**config.mk**
```make
export PLATFORM = sky130hd
export DESIGN_NAME = io_slot_scan
export DESIGN_NICKNAME = d
export VERILOG_FILES = /design/src/slot_scan_pkg.sv /design/src/slot_table.sv /design/src/tcs_gate.sv /design/src/io_slot_scan.sv
export SDC_FILE = /design/constraint.sdc
export NUM_CORES = 1
export LEC_CHECK = 0
export BUFFER_PORTS_ARGS = -buffer_cell sky130_fd_sc_hd__buf_4
export CAP_MARGIN = 25
export CORE_MARGIN = 1.5
export CORE_UTILIZATION = 50
export DETAILED_ROUTE_END_ITERATION = 8
export GPL_ROUTABILITY_DRIVEN = 0
export GPL_TIMING_DRIVEN = 0
export PLACE_DENSITY = 0.72
export SLEW_MARGIN = 10
export SYNTH_ARGS = -nofsm -noshare
export SYNTH_HDL_FRONTEND = slang
export SYNTH_SLANG_ARGS = --single-unit
```
**constraint.sdc**
```tcl
create_clock -name core_clk -period 9.75 [get_ports core_clk]
set_clock_uncertainty 0.05 [all_clocks]
set_input_delay 0 -clock core_clk [delete_from_list [all_inputs] [get_ports core_clk]]
set_output_delay 0 -clock core_clk [all_outputs]
set_load 0.01 [all_outputs]
```
**src/slot_scan_pkg.sv**
```systemverilog
package slot_scan_pkg;

  // ------------------------------------------------------------
  // Slot numbering, in scan order
  // ------------------------------------------------------------
  localparam int          SLOT_COUNT = 7;
  localparam logic [2:0]  SLOT_CPU   = 3'h0;
  localparam logic [2:0]  SLOT_A     = 3'h1;
  localparam logic [2:0]  SLOT_B     = 3'h2;
  localparam logic [2:0]  SLOT_C     = 3'h3;
  localparam logic [2:0]  SLOT_D     = 3'h4;
  localparam logic [2:0]  SLOT_E     = 3'h5;
  localparam logic [2:0]  SLOT_F     = 3'h6;

  // ------------------------------------------------------------
  // Designation numbering
  // ------------------------------------------------------------
  localparam logic [5:0]  CPU_DI_FIRST   = 6'h01;
  localparam logic [3:0]  CPU_DI_COUNT   = 4'h3;
  localparam logic [5:0]  CPU_DO_FIRST   = 6'h01;
  localparam logic [3:0]  CPU_DO_COUNT   = 4'h5;
  localparam logic [3:0]  CPU_PORT_FIRST = 4'h1;
  localparam logic [3:0]  CPU_PORT_COUNT = 4'h2;
  localparam logic [5:0]  ADD_DI_FIRST   = 6'h04;
  localparam logic [5:0]  ADD_DO_FIRST   = 6'h06;
  localparam logic [3:0]  ADD_PORT_FIRST = 4'h3;
  localparam logic [3:0]  EIGHT_IN_COUNT = 4'h8;
  localparam logic [3:0]  FIVE_OUT_COUNT = 4'h5;
  localparam logic [3:0]  CT_CHAN_COUNT  = 4'h5;

  // ------------------------------------------------------------
  // Timing
  // ------------------------------------------------------------
  localparam int CLK_PERIOD_NS = 100;
  localparam int SETTLE_NS     = 1000;
  localparam int SETTLE_CYC    =
    (SETTLE_NS + CLK_PERIOD_NS - 1) / CLK_PERIOD_NS;

  // ------------------------------------------------------------
  // Types
  // ------------------------------------------------------------
  typedef enum logic [2:0] {
    KIND_NONE,
    KIND_EIGHT_IN,
    KIND_FIVE_OUT,
    KIND_COMM,
    KIND_CT,
    KIND_OTHER
  } card_kind_e;

  typedef struct packed {
    logic       present;
    card_kind_e kind;
    logic       code_ok;
  } card_probe_s;

  typedef struct packed {
    card_kind_e kind;
    logic       alarm;
    logic [5:0] di_first;
    logic [3:0] di_count;
    logic [5:0] do_first;
    logic [3:0] do_count;
    logic [3:0] port;
  } slot_rec_s;

  localparam int REC_W = $bits(slot_rec_s);

endpackage

```
**src/slot_table.sv**
```systemverilog
`timescale 1ns/10ps
module slot_table #(
  parameter int WIDTH = 28,
  parameter int DEPTH = 8,
  parameter int AW    = 3
) (
  // Clock
  input  wire logic             core_clk,
  // Write side
  input  wire logic             wr_en,
  input  wire logic [AW-1:0]    wr_addr,
  input  wire logic [WIDTH-1:0] wr_data,
  // Read side
  input  wire logic [AW-1:0]    rd_addr,
  output logic      [WIDTH-1:0] rd_data
);

  logic [WIDTH-1:0] mem [DEPTH];

  // Storage has no reset; a record is valid once its slot is scanned
  always_ff @(posedge core_clk)
  begin
    if (wr_en)
    begin
      mem[wr_addr] <= wr_data;
    end
    rd_data <= mem[rd_addr];
  end

endmodule

```
**src/tcs_gate.sv**
```systemverilog
`timescale 1ns/10ps
module tcs_gate (
  // Clock and reset
  input  wire logic core_clk,
  input  wire logic nrst,
  // Pins
  input  wire logic breaker_closed,
  input  wire logic trip_circuit_supervision_input,
  // Alarm
  output logic      tcs_alarm
);

  logic [1:0] closed_sync;
  logic [1:0] sup_sync;

  // Two-stage synchronisers for both pins
  always_ff @(posedge core_clk or negedge nrst)
  begin
    if (!nrst)
    begin
      closed_sync <= 2'h0;
      sup_sync    <= 2'h3;
    end
    else
    begin
      closed_sync <= {closed_sync[0], breaker_closed};
      sup_sync    <= {sup_sync[0], trip_circuit_supervision_input};
    end
  end

  // Open breaker blocks the alarm; input is normally closed
  always_ff @(posedge core_clk or negedge nrst)
  begin
    if (!nrst)
    begin
      tcs_alarm <= 1'b0;
    end
    else
    begin
      tcs_alarm <= closed_sync[1] & ~sup_sync[1];
    end
  end

endmodule

```
**src/io_slot_scan.sv**
```systemverilog
// Behaviour
// - The supervision alarm is on only with breaker closed and input off.
// - The scan visits the CPU module, then Slots A to F in turn; only A, C, E and F add I/O.
// - The first pass self-tests the CPU, giving it inputs 1-3, outputs 1-5.
// - An empty Slot A is skipped; an eight-input card there takes 4-11.
// - A five-output card in Slot A takes outputs 6-10.
// - I/O is added only for a matching card; a mismatch or a missing expected card alarms.
// - Any card in Slot B raises an alarm.
// - An eight-input card in Slot C takes 4-11, or 12-19 after Slot A.
// - A five-output card in Slot C takes 6-10, or 11-15 after Slot A.
// - Slot D must hold the five-channel current card, else an alarm.
// - Slots E and F number new channels after those already reserved.
// - Any unexpected module content raises a configuration error.
// - Added communication ports are numbered from 3 upward.
// - A detected port is enabled in the communication space.
// - Communication cards are accepted only in Slots E and F.
`timescale 1ns/10ps
module io_slot_scan #(
  parameter int SETTLE = slot_scan_pkg::SETTLE_CYC
) (
  // Clock and reset
  input  wire logic                     core_clk,
  input  wire logic                     nrst,
  // Scan control and expected fit-out
  input  wire logic                     scan_start,
  input  wire logic [20:0]              expected_cfg,
  // Card probe pins
  output logic                          probe_req,
  output logic [2:0]                    probe_slot,
  input  wire slot_scan_pkg::card_probe_s probe_pins,
  input  wire logic                     cpu_selftest_ok,
  // Trip circuit supervision
  input  wire logic                     breaker_closed,
  input  wire logic                     trip_circuit_supervision_input,
  output logic                          tcs_alarm,
  // Results
  output logic                          scan_busy,
  output logic                          scan_done,
  output logic                          config_error,
  output logic [6:0]                    slot_alarm,
  output logic [5:0]                    di_total,
  output logic [5:0]                    do_total,
  output logic [15:0]                   port_enable,
  // Record lookup
  input  wire logic [2:0]               rec_addr,
  output slot_scan_pkg::slot_rec_s      rec_data
);

  // ------------------------------------------------------------
  // Helpers
  // ------------------------------------------------------------
  function automatic logic [3:0] di_of(slot_scan_pkg::card_kind_e k);
    di_of = (k == slot_scan_pkg::KIND_EIGHT_IN) ?
            slot_scan_pkg::EIGHT_IN_COUNT : 4'h0;
  endfunction

  function automatic logic [3:0] do_of(slot_scan_pkg::card_kind_e k);
    do_of = (k == slot_scan_pkg::KIND_FIVE_OUT) ?
            slot_scan_pkg::FIVE_OUT_COUNT : 4'h0;
  endfunction

  function automatic slot_scan_pkg::card_kind_e exp_of(
    logic [20:0] cfg,
    logic [2:0]  slot
  );
    exp_of = slot_scan_pkg::card_kind_e'(cfg[slot*3 +: 3]);
  endfunction

  // ------------------------------------------------------------
  // State
  // ------------------------------------------------------------
  typedef enum logic [1:0] {
    ST_IDLE,
    ST_PROBE,
    ST_EVAL,
    ST_DONE
  } scan_state_e;

  scan_state_e                state_reg;
  scan_state_e                state_next;
  logic [2:0]                 slot_reg;
  logic [7:0]                 wait_reg;
  logic [5:0]                 di_next_reg;
  logic [5:0]                 do_next_reg;
  logic [3:0]                 port_next_reg;
  logic [15:0]                port_en_reg;
  logic [6:0]                 alarm_reg;
  slot_scan_pkg::card_probe_s probe_s1;
  slot_scan_pkg::card_probe_s probe_s2;
  logic [1:0]                 cpu_ok_sync;

  // ------------------------------------------------------------
  // Pin synchronisers
  // ------------------------------------------------------------
  // Card pins settle during the probe wait, so a bus sync is safe
  always_ff @(posedge core_clk or negedge nrst)
  begin
    if (!nrst)
    begin
      probe_s1    <= '0;
      probe_s2    <= '0;
      cpu_ok_sync <= 2'h0;
    end
    else
    begin
      probe_s1    <= probe_pins;
      probe_s2    <= probe_s1;
      cpu_ok_sync <= {cpu_ok_sync[0], cpu_selftest_ok};
    end
  end

  // ------------------------------------------------------------
  // Slot evaluation
  // ------------------------------------------------------------
  wire slot_scan_pkg::card_kind_e seen_kind =
    probe_s2.present ? probe_s2.kind : slot_scan_pkg::KIND_NONE;
  wire slot_scan_pkg::card_kind_e exp_kind = exp_of(expected_cfg, slot_reg);
  wire is_cpu     = (slot_reg == slot_scan_pkg::SLOT_CPU);
  wire is_comm_ok = (slot_reg == slot_scan_pkg::SLOT_E) ||
                    (slot_reg == slot_scan_pkg::SLOT_F);

  // Slot B must stay empty whatever the expected table claims
  wire b_occupied = (slot_reg == slot_scan_pkg::SLOT_B) &&
                    probe_s2.present;
  // Slot D must carry the current card whatever the expected table claims
  wire d_no_ct    = (slot_reg == slot_scan_pkg::SLOT_D) &&
                    (seen_kind != slot_scan_pkg::KIND_CT);
  wire comm_bad   = (seen_kind == slot_scan_pkg::KIND_COMM) &&
                    !is_comm_ok;
  // Wrong type, bad code or missing expected card
  wire mismatch   = (seen_kind != exp_kind) ||
                    (probe_s2.present && !probe_s2.code_ok);
  wire slot_alarm_w = is_cpu ? !cpu_ok_sync[1] :
                      (mismatch | b_occupied | d_no_ct | comm_bad);
  // Empty slots and alarmed cards add nothing, the scan moves on
  wire accept     = !is_cpu && probe_s2.present && !slot_alarm_w;

  wire [3:0] add_di   = accept ? di_of(seen_kind) : 4'h0;
  wire [3:0] add_do   = accept ? do_of(seen_kind) : 4'h0;
  wire       add_port = accept &&
                        (seen_kind == slot_scan_pkg::KIND_COMM);

  // Record for this slot: CPU gets fixed designations
  slot_scan_pkg::slot_rec_s rec_w;
  always_comb
  begin
    rec_w       = '0;
    rec_w.kind  = seen_kind;
    rec_w.alarm = slot_alarm_w;
    if (is_cpu)
    begin
      rec_w.kind     = slot_scan_pkg::KIND_OTHER;
      rec_w.di_first = slot_scan_pkg::CPU_DI_FIRST;
      rec_w.di_count = slot_scan_pkg::CPU_DI_COUNT;
      rec_w.do_first = slot_scan_pkg::CPU_DO_FIRST;
      rec_w.do_count = slot_scan_pkg::CPU_DO_COUNT;
      rec_w.port     = slot_scan_pkg::CPU_PORT_FIRST;
    end
    else
    begin
      // Counters already hold what earlier slots reserved
      rec_w.di_first = di_next_reg;
      rec_w.di_count = add_di;
      rec_w.do_first = do_next_reg;
      rec_w.do_count = add_do;
      rec_w.port     = add_port ? port_next_reg : 4'h0;
    end
  end

  // ------------------------------------------------------------
  // Scan sequencer
  // ------------------------------------------------------------
  wire settle_done = (wait_reg == 8'(SETTLE - 1));
  wire last_slot   = (slot_reg == 3'(slot_scan_pkg::SLOT_COUNT - 1));

  // One slot is finished completely before the next is probed
  always_comb
  begin
    state_next = state_reg;
    case (state_reg)
      ST_IDLE:  if (scan_start) state_next = ST_PROBE;
      ST_PROBE: if (settle_done) state_next = ST_EVAL;
      ST_EVAL:  state_next = last_slot ? ST_DONE : ST_PROBE;
      ST_DONE:  if (scan_start) state_next = ST_PROBE;
      default:  state_next = ST_IDLE;
    endcase
  end

  always_ff @(posedge core_clk or negedge nrst)
  begin
    if (!nrst)
    begin
      state_reg <= ST_IDLE;
    end
    else
    begin
      state_reg <= state_next;
    end
  end

  // Slot pointer and settle timer
  always_ff @(posedge core_clk or negedge nrst)
  begin
    if (!nrst)
    begin
      slot_reg <= slot_scan_pkg::SLOT_CPU;
      wait_reg <= 8'h00;
    end
    else if (state_reg != ST_PROBE && state_next == ST_PROBE &&
             state_reg != ST_EVAL)
    begin
      slot_reg <= slot_scan_pkg::SLOT_CPU;
      wait_reg <= 8'h00;
    end
    else if (state_reg == ST_PROBE)
    begin
      wait_reg <= settle_done ? 8'h00 : wait_reg + 8'h01;
    end
    else if (state_reg == ST_EVAL && !last_slot)
    begin
      slot_reg <= slot_reg + 3'h1;
    end
  end

  // ------------------------------------------------------------
  // Designation counters and port space
  // ------------------------------------------------------------
  wire scan_launch = scan_start &&
                     (state_reg == ST_IDLE || state_reg == ST_DONE);

  // A new scan rebuilds everything from the CPU module up
  always_ff @(posedge core_clk or negedge nrst)
  begin
    if (!nrst)
    begin
      di_next_reg   <= slot_scan_pkg::ADD_DI_FIRST;
      do_next_reg   <= slot_scan_pkg::ADD_DO_FIRST;
      port_next_reg <= slot_scan_pkg::ADD_PORT_FIRST;
      port_en_reg   <= 16'h0000;
      alarm_reg     <= 7'h00;
    end
    else if (scan_launch)
    begin
      di_next_reg   <= slot_scan_pkg::ADD_DI_FIRST;
      do_next_reg   <= slot_scan_pkg::ADD_DO_FIRST;
      port_next_reg <= slot_scan_pkg::ADD_PORT_FIRST;
      port_en_reg   <= 16'h0000;
      alarm_reg     <= 7'h00;
    end
    else if (state_reg == ST_EVAL)
    begin
      di_next_reg <= di_next_reg + {2'h0, add_di};
      do_next_reg <= do_next_reg + {2'h0, add_do};
      alarm_reg[slot_reg] <= slot_alarm_w;
      if (is_cpu)
      begin
        // Ports one and two always belong to the CPU module
        port_en_reg[1] <= 1'b1;
        port_en_reg[2] <= 1'b1;
      end
      else if (add_port)
      begin
        port_en_reg[port_next_reg] <= 1'b1;
        port_next_reg <= port_next_reg + 4'h1;
      end
    end
  end

  // ------------------------------------------------------------
  // Record store
  // ------------------------------------------------------------
  slot_table #(
    .WIDTH (slot_scan_pkg::REC_W),
    .DEPTH (8),
    .AW    (3)
  ) u_table (
    .core_clk (core_clk),
    .wr_en    (state_reg == ST_EVAL),
    .wr_addr  (slot_reg),
    .wr_data  (rec_w),
    .rd_addr  (rec_addr),
    .rd_data  (rec_data)
  );

  // ------------------------------------------------------------
  // Trip circuit supervision
  // ------------------------------------------------------------
  tcs_gate u_tcs (
    .core_clk                       (core_clk),
    .nrst                           (nrst),
    .breaker_closed                 (breaker_closed),
    .trip_circuit_supervision_input (trip_circuit_supervision_input),
    .tcs_alarm                      (tcs_alarm)
  );

  // ------------------------------------------------------------
  // Outputs
  // ------------------------------------------------------------
  // Totals count the highest designation handed out so far
  assign probe_req    = (state_reg == ST_PROBE);
  assign probe_slot   = slot_reg;
  assign scan_busy    = (state_reg == ST_PROBE) || (state_reg == ST_EVAL);
  assign scan_done    = (state_reg == ST_DONE);
  assign slot_alarm   = alarm_reg;
  assign config_error = scan_done && (alarm_reg != 7'h00);
  assign di_total     = di_next_reg - 6'h01;
  assign do_total     = do_next_reg - 6'h01;
  assign port_enable  = port_en_reg;

endmodule

```
==> qor.yml <==
clock_tree:
  clock_sinks: 265
  hold_buffers: 11
  cts_buffers: 27
  cts_htree_levels: 1
  post_cts_buffers: 0
  clockRootBuffer: "clkbuf_16"
  cts_resized: 0
  cts_max_path_buffers: 3
  tritoncts: "yes"
  insertion_delay_ns: 0.52
  clk_pin_slew_ns: 0.06
timing:
  fin_crit_sh: 0.410
  worstMarginPinSlew_ns: 0.879
  rsz0062_at_grt: "no"
  fin_ws_ns: 5.75
  tns_ns: 0
  finalCriticalPeriod_ns: 4.00
  relSlewSlack: 0.413
  hold_viol_final: 0
  finalMaxSlewViolations: 0
  finalSetupViolations: 0
  max_freq_mhz: 250
grt:
  grt-ovfl-total: 0
  grt_max_degree: 68
  grt_pass1_vias: 6431
  grt_pass1_wl_um: 35600
  grt_usage: 0.212
  antenna_found_initial: 0
synthesis:
  ys_seq_area_frac: 0.692
  synth_mux_area_frac: 0.132
  synthTopCellsByArea: "edfxtp_1 49%, dfrtp_1 14%, mux4_2 9.5%, dfxtp_1 4.1%, ha_1 2.6%"
  ys_ff_latch: 265
  synth_edf_count: 176
  synthAdderAreaFrac: 0.0257
  async_flop_share: 0.253
  synthXorXnorAreaFrac: 0.0106
  synth.cell_area_um2: 10700
  ys.flop_type: "edfxtp_1"
  synth_top_cell_by_area: "edfxtp_1"
  synth_compound_area_frac: 0.0464
  ys_types: 55
  yosysWarnings: 0
  synthSimpleGateAreaFrac: 0.0671
  syn_inst: 652
  synth_top_cell_area_share: 0.494
  synth_top_family_by_area: "multiplexers"
  syn_area_per_cell_um2: 16.4
route:
  postRouteAntennaNets: 0
  routed_wl_um: 23300
  routed_via_density: 5.62
  dr.pass1.iters: 5
  drt_iter0_drc: 460
  drc: 0
  route.vias.total: 6219
  wire_per_inst_um: 21.1
finish:
  num_antenna_cells: 0
  largest_reg_flops: 176
  area_delta_synth_final_pct: 21.1
  layout-drive-gt1-share: 0.313
  fin_nets: 868
  largest-register: "u_table.mem"
pwr:
  seq_power_share: 0.461
  ir_drop_uv: 140
  power_frac_comb: 0.226
  p_leak_uw: 0.00502
  cellPowerDensity_nw_per_um2: 240
  switching_share: 0.293
  power.switching_uw: 911
  clkPwrFrac: 0.313
  internal-power_uw: 2200
placed_design:
  io_buffers: 98
  hpwl_um: 15100
  preCtsSetupSlack_ns: 5.80
worst_setup_path:
  critPathArrivalTime_ns: 4.39
  critPathKind: "flop to flop"
  startpoint_type: "flop"
  cp_max_fo: 10
  critPathRequiredTime_ns: 10.14
  crit_path_end_kind: "flop"
run:
  max-cap-violations: 0
die:
  dieArea_um2: 22300
  core_area_um2: 21000
  die_h_um: 149
  start_util: 0.509
  dieWidth_um: 149
  row_count: 53
  io_pins: 106
status:
  status: "finished, final reports clean"
worst_hold_path:
  hold_class: "input pin to flop"
[routing by layer]
layer	share of wire	track usage	wire [um]
met5	0	0	0
met4	0.020	0.0515	460
met3	0.067	0.0327	1560
met2	0.51	0.373	11800
met1	0.41	0.276	9460
[cells by family (layout without fill, tap and decap cells)]
kind of cell / after synthesis / in the layout
DFF: 265 / 265
and+or+nand+nor: 140 / 140
muxes: 82 / 82
AOI/OAI and AO/OA: 73 / 73
buffers and inverters: 55 / 223
adders and majority gates: 22 / 22
xor gates and xnor gates: 13 / 13
other: 2 / 13
[worst paths after layout]
| path | from | endpoint | slack, ns | cells past startpoint |
|---|---|---|---|---|
| setup reg to reg | probe_slot[0] | do_next_reg[4] | 5.75 | 14 |
| hold reg to reg | probe_s1[1] | probe_s2[1] | 0.30 | 0 |
| min in group asynchronous | nrst | u_tcs.closed_sync[1] | 0.07 | 2 |
| max in group asynchronous | nrst | slot_alarm[3] | 9.03 | 2 |
| setup / recovery | probe_slot[0] | do_next_reg[4] | 5.75 | 14 |
| hold / removal | rec_addr[1] | u_table.rd_data[0] | 0.05 | 3 |
[Yosys cell counts (2+ instances only)]
master    count
nor2b_1       5
nor4_1        5
o22ai_1       4
a21oi_1       7
nor2_1       26
ha_1         22
nand2_1      42
a21boi_0      2
buf_6         2
o21ai_0      29
dfxtp_1      22
nor3_1       10
o31ai_1       3
and2_1        9
o211ai_1      2
nor3b_1       3
mux4_2       45
conb_1        2
and3_1        8
a31oi_1       3
edfxtp_1    176
dfrtp_1      60
nand3_1      10
nand2b_1      8
nand4_1       3
dfstp_2       7
mux2i_1      14
clkbuf_1     19
xnor2_1       5
a31o_2        2
mux2_2       22
or3_1         3
buf_4         9
xor2_1        8
a32o_1       10
buf_2         7
inv_1        16
a22o_1        5
[worst max-delay path: stages, from the launching register on]
cell and delay, ns:
dfrtp_1 0.43, buf_6 0.16, buf_4 0.18, inv_1 0.13, ha_1 0.26, o21ai_0 0.15
a221o_2 0.50, or3_1 0.35, buf_2 0.17, nor4_1 0.48, ha_1 0.29, ha_1 0.18
a21oi_1 0.09, or3_1 0.33, a21oi_1 0.17
[power by group through the flow]
| stage | clock network, uW | registers [uW] | logic [uW] |
|---|---|---|---|
| 2_1_floorplan | 0 | 1450 | 412 |
| 3_3_place_gp | 0 | 1450 | 638 |
| 3_5_place_dp | 0 | 1460 | 693 |
| 4_1_cts | 986 | 1440 | 701 |
| 5_1_grt | 1030 | 1440 | 765 |
| 6_report | 974 | 1440 | 703 |
[cell type report]
type	count	area, um^2
Sequential cell	265	7410
Multi-Input combinational cell	343	3130
Clock buffer	35	746
Inverter	17	63.8
Buffer	38	200
Timing Repair Buffer	119	963
Fill cell	1488	8060
Clock inverter	14	101
Tap cell	275	344
[through the flow]
step           hold slack (ns)  power (uW)  instance area (um^2)  cells   util
6_report                0.0451        3110                 13000   1106  0.617
3_3_place_gp            0.0602        2090                 11800   1036  0.562
2_1_floorplan           -0.346        1870                 10700    663      -
4_1_cts                 0.0527        3120                 12900   1104  0.616
5_1_grt                 0.0672        3240                 13000   1106  0.617
3_5_place_dp            0.0606        2150                 12000   1044  0.570
[layout by cell type (no fill, tap or decap), drive strengths merged, types with 8 or more instances in the layout]
cell type,n
o21ai,29
nand2,42
mux2,23
dlygate4sd3,11
and2,9
clkbuf,55
nor3,10
a32o,10
conb,13
mux4,45
ha,22
mux2i,14
clkinv,10
and3,8
inv,16
nand2b,8
xor2,8
nor2,26
buf,126
dfrtp,60
edfxtp,176
nand3,11
dfxtp,22
(Power assumes the default switching activity.)
